**config.mk**
```make
export PLATFORM = sky130hd
export DESIGN_NAME = ilr_level_regs
export DESIGN_NICKNAME = d
export VERILOG_FILES = /design/src/verilog/ilr_pkg.sv /design/src/verilog/ilr_bus_if.sv /design/src/verilog/ilr_level_regs.sv /design/src/verilog/ilr_accept_gate.sv
export VERILOG_INCLUDE_DIRS = /design/src /design/src/verilog
export SDC_FILE = /design/constraint.sdc
export NUM_CORES = 1
export LEC_CHECK = 0
export CORE_UTILIZATION = 45
export CTS_CLUSTER_SIZE = 24
export DETAILED_ROUTE_END_ITERATION = 10
export DONT_BUFFER_PORTS = 1
export PLACE_DENSITY = 0.61
export SLEW_MARGIN = 20
export SYNTH_ARGS = -nofsm -noshare
export SYNTH_HDL_FRONTEND = slang
export SYNTH_SLANG_ARGS = --single-unit
```
**constraint.sdc**
```tcl
create_clock -name i_clock -period 1.65 [get_ports i_clock]
set_clock_uncertainty 0.1 [all_clocks]
set_input_delay 0.33 -clock i_clock [delete_from_list [all_inputs] [get_ports i_clock]]
set_output_delay 0.33 -clock i_clock [all_outputs]
set_load 0.02 [all_outputs]
```
**src/verilog/ilr_regs.svh**
```systemverilog
// register map, field layout and reset values of the interrupt level block
`ifndef ILR_REGS_SVH
`define ILR_REGS_SVH
`define ILR_ADDR_W        16
`define ILR_DATA_W        8
`define ILR_OFF_ENABLE    16'hF020
`define ILR_OFF_INSVC     16'hF022
`define ILR_OFF_SEL_A     16'hF025
`define ILR_OFF_SEL_B     16'hF026
`define ILR_OFF_SEL_C     16'hF027
`define ILR_OFF_SEL_D     16'hF028
`define ILR_OFF_SEL_E     16'hF029
`define ILR_MASK_SEL_A    8'h30
`define ILR_MASK_SEL_B    8'hFF
`define ILR_MASK_SEL_C    8'hFF
`define ILR_MASK_SEL_D    8'h33
`define ILR_MASK_SEL_E    8'hC0
`define ILR_MASK_ENABLE   8'h01
`define ILR_MASK_INSVC    8'h8F
`define ILR_RESET_VAL     8'h00
`define ILR_BIT_ENABLE    0
`define ILR_BIT_NMI_SVC   7
`define ILR_NUM_SRC       13
`define ILR_NUM_REGS      5
`endif

```
**src/verilog/ilr_pkg.sv**
```systemverilog
// types shared by the interrupt level block
package ilr_pkg;
  typedef logic [1:0] ilr_level_t;
  typedef logic [7:0] ilr_byte_t;
  typedef logic [3:0] ilr_lvl_onehot_t;
endpackage

```
**src/verilog/ilr_bus_if.sv**
```systemverilog
// internal carrier between the register bank and the acceptance gate
interface ilr_bus_if;
  logic [25:0] levels;
  logic [3:0]  svc_maskable;
  logic        svc_nmi;
  logic        ctrl_on;
  modport bank (output levels, output svc_maskable, output svc_nmi, output ctrl_on);
  modport gate (input levels, input svc_maskable, input svc_nmi, input ctrl_on);
endinterface

```
**src/verilog/ilr_level_regs.sv**
```systemverilog
// interrupt level assignment register bank with access gating
//
// Summary of operation
// each 2-bit field: 00 lowest level one through 11 highest level four.
// every field sets the level of one maskable source; nmi takes none.
// writes of level registers take effect only while control is on; reads return stored contents either way.
// writes while control is off are dropped; contents stay.
// reads while off return held contents, or reset value if never enabled.
// software writes levels after reset, before enabling any interrupt.
// register a at F025: one field in bits 5:4, rest read zero.
// register b at F026: four fields 7:6, 5:4, 3:2, 1:0.
// register c at F027: four fields 7:6, 5:4, 3:2, 1:0.
// register d at F028: fields 5:4 and 1:0, bits 7:6 and 3:2 read zero.
// register e at F029: field in bits 7:6, bits 5:0 read zero.
// all level registers are 8-bit and reset to 00.
// enable register bit 0 switches level control on and opens access.
// software clears in-service and level registers to 00 before turning off.
// maskable requests below the highest in-service level are refused.
// stored fields feed priority logic directly, no added delay.
`include "ilr_regs.svh"
module ilr_level_regs
  import ilr_pkg::*;
(
  input  wire logic                    i_clock,
  input  wire logic                    i_reset,
  input  wire logic [15:0]             i_addr,
  input  wire logic                    i_wr,
  input  wire logic                    i_rd,
  input  wire logic [7:0]              i_wdata,
  input  wire logic [1:0]              i_accept_lvl,
  input  wire logic                    i_accept_mask,
  input  wire logic                    i_accept_nmi,
  input  wire logic [12:0]             i_req,
  input  wire logic                    i_nmi_req,
  output logic      [7:0]              o_rdata,
  output logic      [25:0]             o_levels,
  output logic                         o_level_ctrl_on,
  output logic      [12:0]             o_req_ok,
  output logic                         o_nmi_ok
);
  import ilr_pkg::*;

  typedef struct packed {
    ilr_byte_t enable;
    ilr_byte_t insvc;
    ilr_byte_t sel_a;
    ilr_byte_t sel_b;
    ilr_byte_t sel_c;
    ilr_byte_t sel_d;
    ilr_byte_t sel_e;
    ilr_byte_t rdata;
  } ilr_state_s;

  ilr_state_s st_q;
  ilr_state_s st_d;
  ilr_bus_if  lv ();

  ////////////////////////////////////////////////////////////////////////////
  // highest set bit cleared by an in-service write
  function automatic ilr_byte_t clr_top(input ilr_byte_t v);
    ilr_byte_t r;
    logic      done;
    r    = v;
    done = 1'b0;
    for (int k = 7; k >= 0; k--)
    begin
      if (!done && r[k])
      begin
        r[k] = 1'b0;
        done = 1'b1;
      end
    end
    return r;
  endfunction

  ////////////////////////////////////////////////////////////////////////////
  always_comb
  begin
    logic on;
    on   = st_q.enable[`ILR_BIT_ENABLE];
    st_d = st_q;
    // read data: gated registers keep presenting stored values while off,
    // which is exactly the held-since-last-enable content
    case (i_addr)
      `ILR_OFF_ENABLE: st_d.rdata = st_q.enable & `ILR_MASK_ENABLE;
      `ILR_OFF_INSVC:  st_d.rdata = st_q.insvc & `ILR_MASK_INSVC;
      `ILR_OFF_SEL_A:  st_d.rdata = st_q.sel_a & `ILR_MASK_SEL_A;
      `ILR_OFF_SEL_B:  st_d.rdata = st_q.sel_b & `ILR_MASK_SEL_B;
      `ILR_OFF_SEL_C:  st_d.rdata = st_q.sel_c & `ILR_MASK_SEL_C;
      `ILR_OFF_SEL_D:  st_d.rdata = st_q.sel_d & `ILR_MASK_SEL_D;
      `ILR_OFF_SEL_E:  st_d.rdata = st_q.sel_e & `ILR_MASK_SEL_E;
      default:         st_d.rdata = `ILR_RESET_VAL;
    endcase
    if (!i_rd)
    begin
      st_d.rdata = st_q.rdata;
    end
    // acceptance marks in service; an accept in the same cycle as a clear wins
    if (i_wr && on && (i_addr == `ILR_OFF_INSVC))
    begin
      st_d.insvc = clr_top(st_q.insvc);
    end
    if (on && i_accept_nmi)
    begin
      st_d.insvc[`ILR_BIT_NMI_SVC] = 1'b1;
    end
    if (on && i_accept_mask)
    begin
      st_d.insvc[i_accept_lvl] = 1'b1;
    end
    if (i_wr)
    begin
      case (i_addr)
        `ILR_OFF_ENABLE: st_d.enable = i_wdata & `ILR_MASK_ENABLE;
        `ILR_OFF_SEL_A:  if (on) st_d.sel_a = i_wdata & `ILR_MASK_SEL_A;
        `ILR_OFF_SEL_B:  if (on) st_d.sel_b = i_wdata & `ILR_MASK_SEL_B;
        `ILR_OFF_SEL_C:  if (on) st_d.sel_c = i_wdata & `ILR_MASK_SEL_C;
        `ILR_OFF_SEL_D:  if (on) st_d.sel_d = i_wdata & `ILR_MASK_SEL_D;
        `ILR_OFF_SEL_E:  if (on) st_d.sel_e = i_wdata & `ILR_MASK_SEL_E;
        default:         st_d.enable = st_q.enable;
      endcase
    end
  end

  always_ff @(posedge i_clock)
  begin
    if (i_reset)
    begin
      st_q <= '0;
    end
    else
    begin
      st_q <= st_d;
    end
  end

  ////////////////////////////////////////////////////////////////////////////
  // level fields straight from the flops, one per source, lsb register first
  // two spare msbs stay zero: 13 sources fill all 26 bits as 2-bit fields
  // but the five registers hold just 12 writable fields
  assign lv.levels = {2'b00,
                      st_q.sel_e[7:6],
                      st_q.sel_d[5:4], st_q.sel_d[1:0],
                      st_q.sel_c,
                      st_q.sel_b,
                      st_q.sel_a[5:4]};
  assign lv.svc_maskable = st_q.insvc[3:0];
  assign lv.svc_nmi      = st_q.insvc[`ILR_BIT_NMI_SVC];
  assign lv.ctrl_on      = st_q.enable[`ILR_BIT_ENABLE];

  assign o_rdata         = st_q.rdata;
  assign o_levels        = lv.levels;
  assign o_level_ctrl_on = lv.ctrl_on;

  ilr_accept_gate u_gate (
    .lv        (lv.gate),
    .i_req     (i_req),
    .i_nmi_req (i_nmi_req),
    .o_req_ok  (o_req_ok),
    .o_nmi_ok  (o_nmi_ok)
  );
endmodule // ilr_level_regs

```
**src/verilog/ilr_accept_gate.sv**
```systemverilog
// per-source acceptance gate against the highest in-service level
`include "ilr_regs.svh"
module ilr_accept_gate
  import ilr_pkg::*;
(
  ilr_bus_if.gate                      lv,
  input  wire logic [12:0]             i_req,
  input  wire logic                    i_nmi_req,
  output logic      [12:0]             o_req_ok,
  output logic                         o_nmi_ok
);
  // highest marked level as a one-hot threshold; empty means nothing in service
  function automatic logic below_svc(input ilr_level_t lvl, input ilr_lvl_onehot_t svc);
    logic hit;
    hit = 1'b0;
    for (int k = 0; k < 4; k++)
    begin
      if (svc[k] && (k > int'(lvl)))
      begin
        hit = 1'b1;
      end
    end
    return hit;
  endfunction
  always_comb
  begin
    for (int s = 0; s < `ILR_NUM_SRC; s++)
    begin
      // nmi in service blocks every maskable source while level control is on
      o_req_ok[s] = i_req[s] && !(lv.ctrl_on &&
                    (lv.svc_nmi || below_svc(lv.levels[2*s +: 2], lv.svc_maskable)));
    end
    o_nmi_ok = i_nmi_req;
  end
endmodule // ilr_accept_gate

```
Word-level counts from Yosys, hierarchy flattened
Cells that the tools add are included.

Bits in registers: 41. Word-level logic and storage cells: 233.

Magnitude comparators: 38. Bitwise operators: 1. Equal/unequal tests: 7. Reduce and logical (&&, ||, !) cells: 113. Multiplexer cells: 66.

Operators by type and width (count): $eq 16x16->1 const B (7); $logic_and 1x1->1 (74); $mux 1 (62); $pmux 8 s7 (1); $gt 2x2->1 const A (24); $gt 1x2->1 const A (12); $logic_not 1->1 (20); $mux 8 (2); $reduce_and 3->1 (5); $logic_or 1x1->1 (13); $or 8x4->8 (1); $lt 2x4->1 const B (1); $demux 1 s2 (1); $ge 2x1->1 const B (1); $reduce_and 2->1 (1).

Longest topological paths before layout
Gate-level depths: netlist of the first run.

Depth in word-level cells: 34. Depth in mapped cells: 6. Gate-level depth less buffers: 4.

Cells and area by module
From an unflattened synthesis of the first run, not the netlist that was laid out.

Cells, all modules: 288. Area, all modules: 2392.3 um^2.

Modules (own cells, without submodules): ilr_level_regs (times used 1, cells an instance 207, area an instance 1879.3 um^2); ilr_accept_gate (times used 1, cells an instance 81, area an instance 513.0 um^2).

Worst setup path before layout of the first run
OpenSTA, ideal clock, no wires.

Path kind: register to output. Start: register st_q, in the netlist lv.svc_maskable[3]. End: output port o_req_ok[7]. Cell stages (with the launch flop): 6. Setup slack: -0.237 ns. Arrival time: 1.457 ns. Data required time: 1.220 ns. Cell sequence: dfxtp_1 > clkbuf_1 > nor2_1 > buf_2 > o221ai_1 > a21boi_0.

Word-level cells in the longest chain between the ends: 6.

RTL lines: start: declaration (line ilr_level_regs.sv:54) `ilr_state_s st_q;`; start signal: assignment (line ilr_level_regs.sv:133) `st_q <= st_d;`; $logic_and 1x1->1 (line ilr_accept_gate.sv:18) `if (svc[k] && (k > int'(lvl)))`; $mux 1 (line ilr_accept_gate.sv:18); $logic_or 1x1->1 (line ilr_accept_gate.sv:31) `(lv.svc_nmi || below_svc(lv.levels[2*s +: 2], lv.svc_maskable)));`; $logic_and 1x1->1 (line ilr_accept_gate.sv:30) `o_req_ok[s] = i_req[s] && !(lv.ctrl_on &&`; $logic_not 1->1 (line ilr_accept_gate.sv:30); $logic_and 1x1->1 (line ilr_accept_gate.sv:30); end: declaration (line ilr_level_regs.sv:38) `output logic [12:0] o_req_ok,`.

No other way between the ends.

Worst setup path in the final report of the first run
Ends and elaborated chain as after synthesis.

==> results_dict.tcl, run 1 <==
set metrics [dict create \
    drc 0 \
    final_nets 354 \
    cp_cell_sequence "nor2_4, buf_6, o221ai_1, a21boi_2" \
    antenna_found_initial 0 \
    cp.buffers_inverters 1 \
    synth_area_um2 2280 \
    grt_pass1_vias 2221 \
    die_h_um 73.2 \
    crit_cells 4 \
    sw_frac_of_total_pct 22.3 \
    rsz0062_at_grt "yes" \
    drt_wl_total_um 7390 \
    place.gp.congestion 0.866 \
    maxCapViolCount 0 \
    rows 25 \
    dieWidth_um 73.2 \
    grt_pass1_wl_um 11400 \
    p_int_mw 1.45 \
    grt_overflow 0 \
    syn_inst 280 \
    required_ns 1.22 \
    fin_crit_ns 1.81 \
    clk_latency_ns 0.29 \
    violations "negative setup slack" \
    path_clk_slew_ns 0.07 \
    root_buffer "clkbuf_8" \
    reg2reg_slack_ns 0.13 \
    routed_via_density 6.29 \
    fill_cells 455 \
    numCtsBuffers 5 \
    p_leak_nw 0.974 \
    fin_util_pct 59.7 \
    cts_tree "done" \
    p_per_area_nw_per_um2 653 \
    synthArstFlopShare_pct 0 \
    slowest_stage "dfxtp_4" \
    ys_warn_count 0 \
    worstPathArrival_ns 1.38 \
    firstDrtPassIters 5 \
    relSlewSlack_pct 30.0 \
    slew_violations 0 \
    grt_max_degree 26 \
    place.port_buffers 0 \
    htree_levels 2 \
    worst_slack_ns -0.163 \
    vias 2358 \
    diodes 0 \
    status "finished, violations left" \
    hold_path_class "primary input to flip-flop" \
    hold_path_depth 1 \
    dp_hpwl_um 5000 \
    avgSynthCellArea_um2 8.15 \
    stdcell_count 375 \
    ant_nets 0 \
    drive_gt1_share_pct 29.2 \
    ys_seq_area_share_pct 33.3 \
    hold_path_startpoint "i_accept_lvl[1]" \
    ys_ff_latch 38 \
    finalSetupViolCount 13 \
    wire_per_inst_um 19.7 \
    switchingPower_mw 0.416 \
    irDropWorstVdd_mv 0.443 \
    grtUsageTotal_pct 28.6 \
    area_growth_pct 25.2 \
    power_frac_seq_pct 48.9 \
    dp_cells 363 \
    cp_top_family "compound AO/OA/AOI/OAI gates" \
    synth_edf_count 0 \
    pin_count 95 \
    core-area_um2 4790 \
    timing.final.crit_share_pct 110 \
    start_util_pct 47.7 \
    hold_violations 0 \
    synth_top_area_share_pct 33.3 \
    yosysUniqueCellTypes 49 \
    clkPwrFrac_pct 44.3 \
    synthTopCellsByArea "dfxtp_1, a21oi_1, nand3_1, o21ai_0, a21boi_0" \
    path_class "flip-flop to output pin" \
    drt_iter0_drc 234 \
    critPathMaxStageDelay_ns 0.37 \
    yosysTopAreaCell "dfxtp_1" \
    dp_slack_ns 0.0292 \
    reg2reg_depth 5 \
    r2r-end "lv.svc_nmi" \
    die-area_um2 5360 \
    synth.most_common_cell "a21oi_1" \
    start_kind "flip-flop" \
    clock_path_buffers 2 \
    worst_pin_slew_ns 1.05 \
    power_frac_comb_pct 6.9 \
    hold_end "lv.svc_maskable[0]" \
    end_kind "output pin" \
    timing.critical_path.fanout_max 6 \
    synthTopCellsByCount "a21oi_1, dfxtp_1, nand3_1, o21ai_0, inv_1" \
    max_freq_ghz 0.552 \
    cts_num_sinks 38 \
    r2r_start "o_level_ctrl_on" \
    synth-main-ff-cell "dfxtp_1" \
]
kinds of logic (layout without fill, tap and decap cells):
group	count (synthesis)	count (layout)	share of synthesized area, %
simple gates	76	76	21.9
buf+inv	43	70	9.43
other cells	1	2	0.164
flops	38	38	33.3
compound gates	119	119	33.8
mux	3	3	1.37
layer usage:
layer  vias up  track usage (%)  wire length (um)
met2       122             46.5              3420
met3        13             8.01               713
met5         -                0                 0
met1      1114             37.3              3170
met4         0             7.19                95
li1       1109                -                 -
placed cells by master, fill, tap and decap left out, drive strengths merged, types with 3 or more instances in the layout:
cell    Yosys  routed
dfxtp      38      38
nand2      11      11
a21oi      40      40
o221ai     12      12
nand3      29      29
clkbuf     12       6
a222oi      4       4
a221oi      3       3
o21ai      34      34
nand4       4       4
nor2        5       5
nor4        4       4
nor3        3       3
a21boi     15      15
inv        17      17
buf        14      43
nor4b       3       3
power groups by stage:
stage          registers (mW)  logic (mW)  clock network (mW)
3_5_place_dp            0.938       0.109                   0
6_report                0.913       0.128               0.826
2_1_floorplan           0.938       0.130                   0
4_1_cts                 0.914       0.125               0.828
5_1_grt                 0.913       0.135               0.868
3_3_place_gp            0.938       0.108                   0
worst max path at each step:
stage	startpoint	to	slack (ns)
final	lv.svc_maskable[3]	o_req_ok[7]	-0.16
after global routing	lv.svc_maskable[3]	o_req_ok[5]	-0.21
after CTS	lv.svc_maskable[2]	o_req_ok[6]	-0.15
after detailed placement	i_addr[4]	lv.svc_maskable[2]	0.03
after global placement	i_addr[3]	o_rdata[2]	0.04
after floorplan	lv.svc_maskable[3]	o_req_ok[7]	-0.004
state kept, by name (all words and copies together), names as in the netlist:
register         cells
o_levels            24
lv.svc_nmi           1
o_rdata              8
lv.svc_maskable      4
o_level_ctrl_on      1
timing repair:
action / 4_1_cts / 5_1_grt
gates resized for setup: 17 / 13
endpoints found under the hold margin: 25 / 2
hold buffers: 2 / 1
buffers inserted: 1 / 0
pin swaps: 22 / 8
endpoints found under the setup margin: 13 / 16
cloned: 1 / 0
metrics by stage:
stage                     hold slack (ns)  instance area (um^2)   TNS, ns  power (mW)
final                              0.0300                  2860     -1.85        1.87
after global routing               0.0208                  2860     -2.47        1.92
after CTS                         0.00220                  2800     -1.81        1.87
after detailed placement            0.302                  2600         0        1.05
after global placement              0.301                  2600         0        1.05
after floorplan                     0.329                  2320  -0.00384        1.07
layout make-up:
| class | count | area, um^2 | area share (%) |
|---|---|---|---|
| inverter | 17 | 63.8 | 2.23 |
| clock inverter | 1 | 30.0 | 1.05 |
| clock buffer | 6 | 82.6 | 2.89 |
| tap | 67 | 83.8 | 2.93 |
| timing repair buffer | 46 | 404 | 14.1 |
| sequential | 38 | 771 | 27.0 |
| multi-input combinational | 200 | 1420 | 49.8 |
(Power assumes the default switching activity.)
==> inputs of run 2 (changes only) <==
Settings changed: TNS_END_PERCENT set to 20.
==> run 2 against run 1 <==
- the run still ends with negative setup slack left
- sequential cell count unchanged
- cell count rose by 2.4%
- via count increased by 4.2%
- first-iteration DRC count up 41%
- critical path type unchanged
- largest power group unchanged
==> results_dict.tcl, run 2 (same netlist as run 1, synthesis figures left out) <==
set metrics [dict create \
    clock_path_buffers 2 \
    grt_use_met2_pct 45.0 \
    cts_tree "done" \
    reg2reg_depth 4 \
    routed_via_density 6.40 \
    hold_violations 0 \
    pin_count 95 \
    irDropWorstVdd_mv 0.479 \
    core-area_um2 4790 \
    stdcell_area_um2 2900 \
    place.gp.congestion 0.868 \
    use_met1_pct 40.2 \
    slew_violations 0 \
    antenna_found_initial 0 \
    root_buffer "clkbuf_8" \
    max_freq_ghz 0.545 \
    drive_gt1_share_pct 30.3 \
    hold_path_depth 1 \
    grt_overflow 0 \
    finalSetupViolCount 13 \
    grt_max_degree 28 \
    final_cell_mix "buf_4, dfxtp_1, a21oi_1, nand3_1, o21ai_0" \
    grt_pass1_wl_um 11800 \
    worstPathArrival_ns 1.40 \
    setup_tns_ns -1.93 \
    critPathMaxStageDelay_ns 0.41 \
    die_h_um 73.2 \
    path_clk_slew_ns 0.08 \
    cts_num_sinks 38 \
    status "finished, violations left" \
    p_per_area_nw_per_um2 605 \
    wire_per_inst_um 20.2 \
    timing.final.crit_share_pct 111 \
    required_ns 1.22 \
    grt_pass1_vias 2244 \
    largest_reg_flops 24 \
    die-area_um2 5360 \
    place_area_um2 2650 \
    slowest_stage "or3_1" \
    numCtsBuffers 5 \
    grtUsageTotal_pct 29.5 \
    start_util_pct 47.7 \
    dp_slack_ns 0.0158 \
    path_class "flip-flop to output pin" \
    cp_cell_sequence "or3_1, o21ai_2, and2_4" \
    firstDrtPassIters 8 \
    worst_slack_ns -0.184 \
    drt_wl_total_um 7750 \
    hold_path_class "primary input to flip-flop" \
    ant_nets 0 \
    start_kind "flip-flop" \
    end_kind "output pin" \
    rsz0062_at_grt "yes" \
    htree_levels 2 \
    timing.critical_path.fanout_max 3 \
    clk_latency_ns 0.31 \
    dp_hpwl_um 5210 \
    fin_crit_ns 1.83 \
    dieWidth_um 73.2 \
    final_nets 362 \
    area_growth_pct 26.9 \
    relSlewSlack_pct 21.6 \
    mostFrequentLayoutCell "buf_4" \
    maxCapViolCount 0 \
    gr-max-usage-layer "met2" \
    drc 0 \
    violations "negative setup slack" \
    worst_pin_slew_ns 1.18 \
    place.port_buffers 0 \
    p_leak_nw 1.01 \
    rows 25 \
    drt_iter0_drc 331 \
    vias 2458 \
    diodes 0 \
    met3_usage_pct 7.04 \
]
run 2: cell types whose count changed in the layout (fill, tap and decap cells not counted), moves of 2 or more:
| cell | change |
|---|---|
| a21boi_2 | -9 |
| buf_4 | +9 |
| a21boi_1 | +8 |
| o221ai_1 | -3 |
| o221ai_2 | +3 |
| dlygate4sd3_1 | -2 |
run 2: worst max-delay path: cells and delay by family (launching register included):
family | cells | cell delay, ns
AO/OA/AOI/OAI | 1 | 0.15
AND/OR/NAND/NOR | 2 | 0.60
flip-flops | 1 | 0.35
run 2: repair_timing:
action	4_1_cts	5_1_grt
pin swaps	25	10
setup buffers	1	0
setup endpoints to repair	13	41
gates resized for setup	18	18
hold buffers	1	0
hold endpoints to repair	27	0
run 2: worst paths after layout:
kind                      startpoint                 end  slack [ns]
setup / recovery  lv.svc_maskable[1]        o_req_ok[12]       -0.18
hold reg to reg   lv.svc_maskable[0]  lv.svc_maskable[0]        0.42
setup reg to reg     o_level_ctrl_on  lv.svc_maskable[2]        0.12
hold / removal               i_reset        o_levels[19]       0.004
run 2: cell type report:
| cell class | count | area, um^2 |
|---|---|---|
| sequential | 38 | 771 |
| clock inverter | 1 | 5.00 |
| inverter | 17 | 63.8 |
| timing repair buffer | 54 | 463 |
| multi-input combinational | 200 | 1420 |
| clock buffer | 7 | 86.3 |
| tap | 67 | 83.8 |
| fill | 437 | 1890 |
run 2: where the power goes:
group	internal, mW	total (mW)	leakage, nW	switching [mW]
Clock	0.338	0.701	0.0482	0.363
Sequential	0.913	0.913	0.309	0.000000519
Combinational	0.0606	0.138	0.656	0.0774
run 2: layer usage:
layer	vias up	share of wire (%)
li1	1125	-
met1	1173	41
met2	146	47
met3	14	11
met4	0	1.5
met5	-	0
run 2: stage by stage:
stage | hold WS, ns | utilization [%] | instances | total power, mW
3_5_place_dp | 0.301 | 55.5 | 374 | 1.06
5_1_grt | -0.00105 | 60.5 | 384 | 1.79
4_1_cts | 0.00426 | 58.7 | 384 | 1.74
6_report | 0.00356 | 60.5 | 384 | 1.75
2_1_floorplan | 0.329 | - | 281 | 1.06
3_3_place_gp | 0.299 | 55.5 | 374 | 1.06
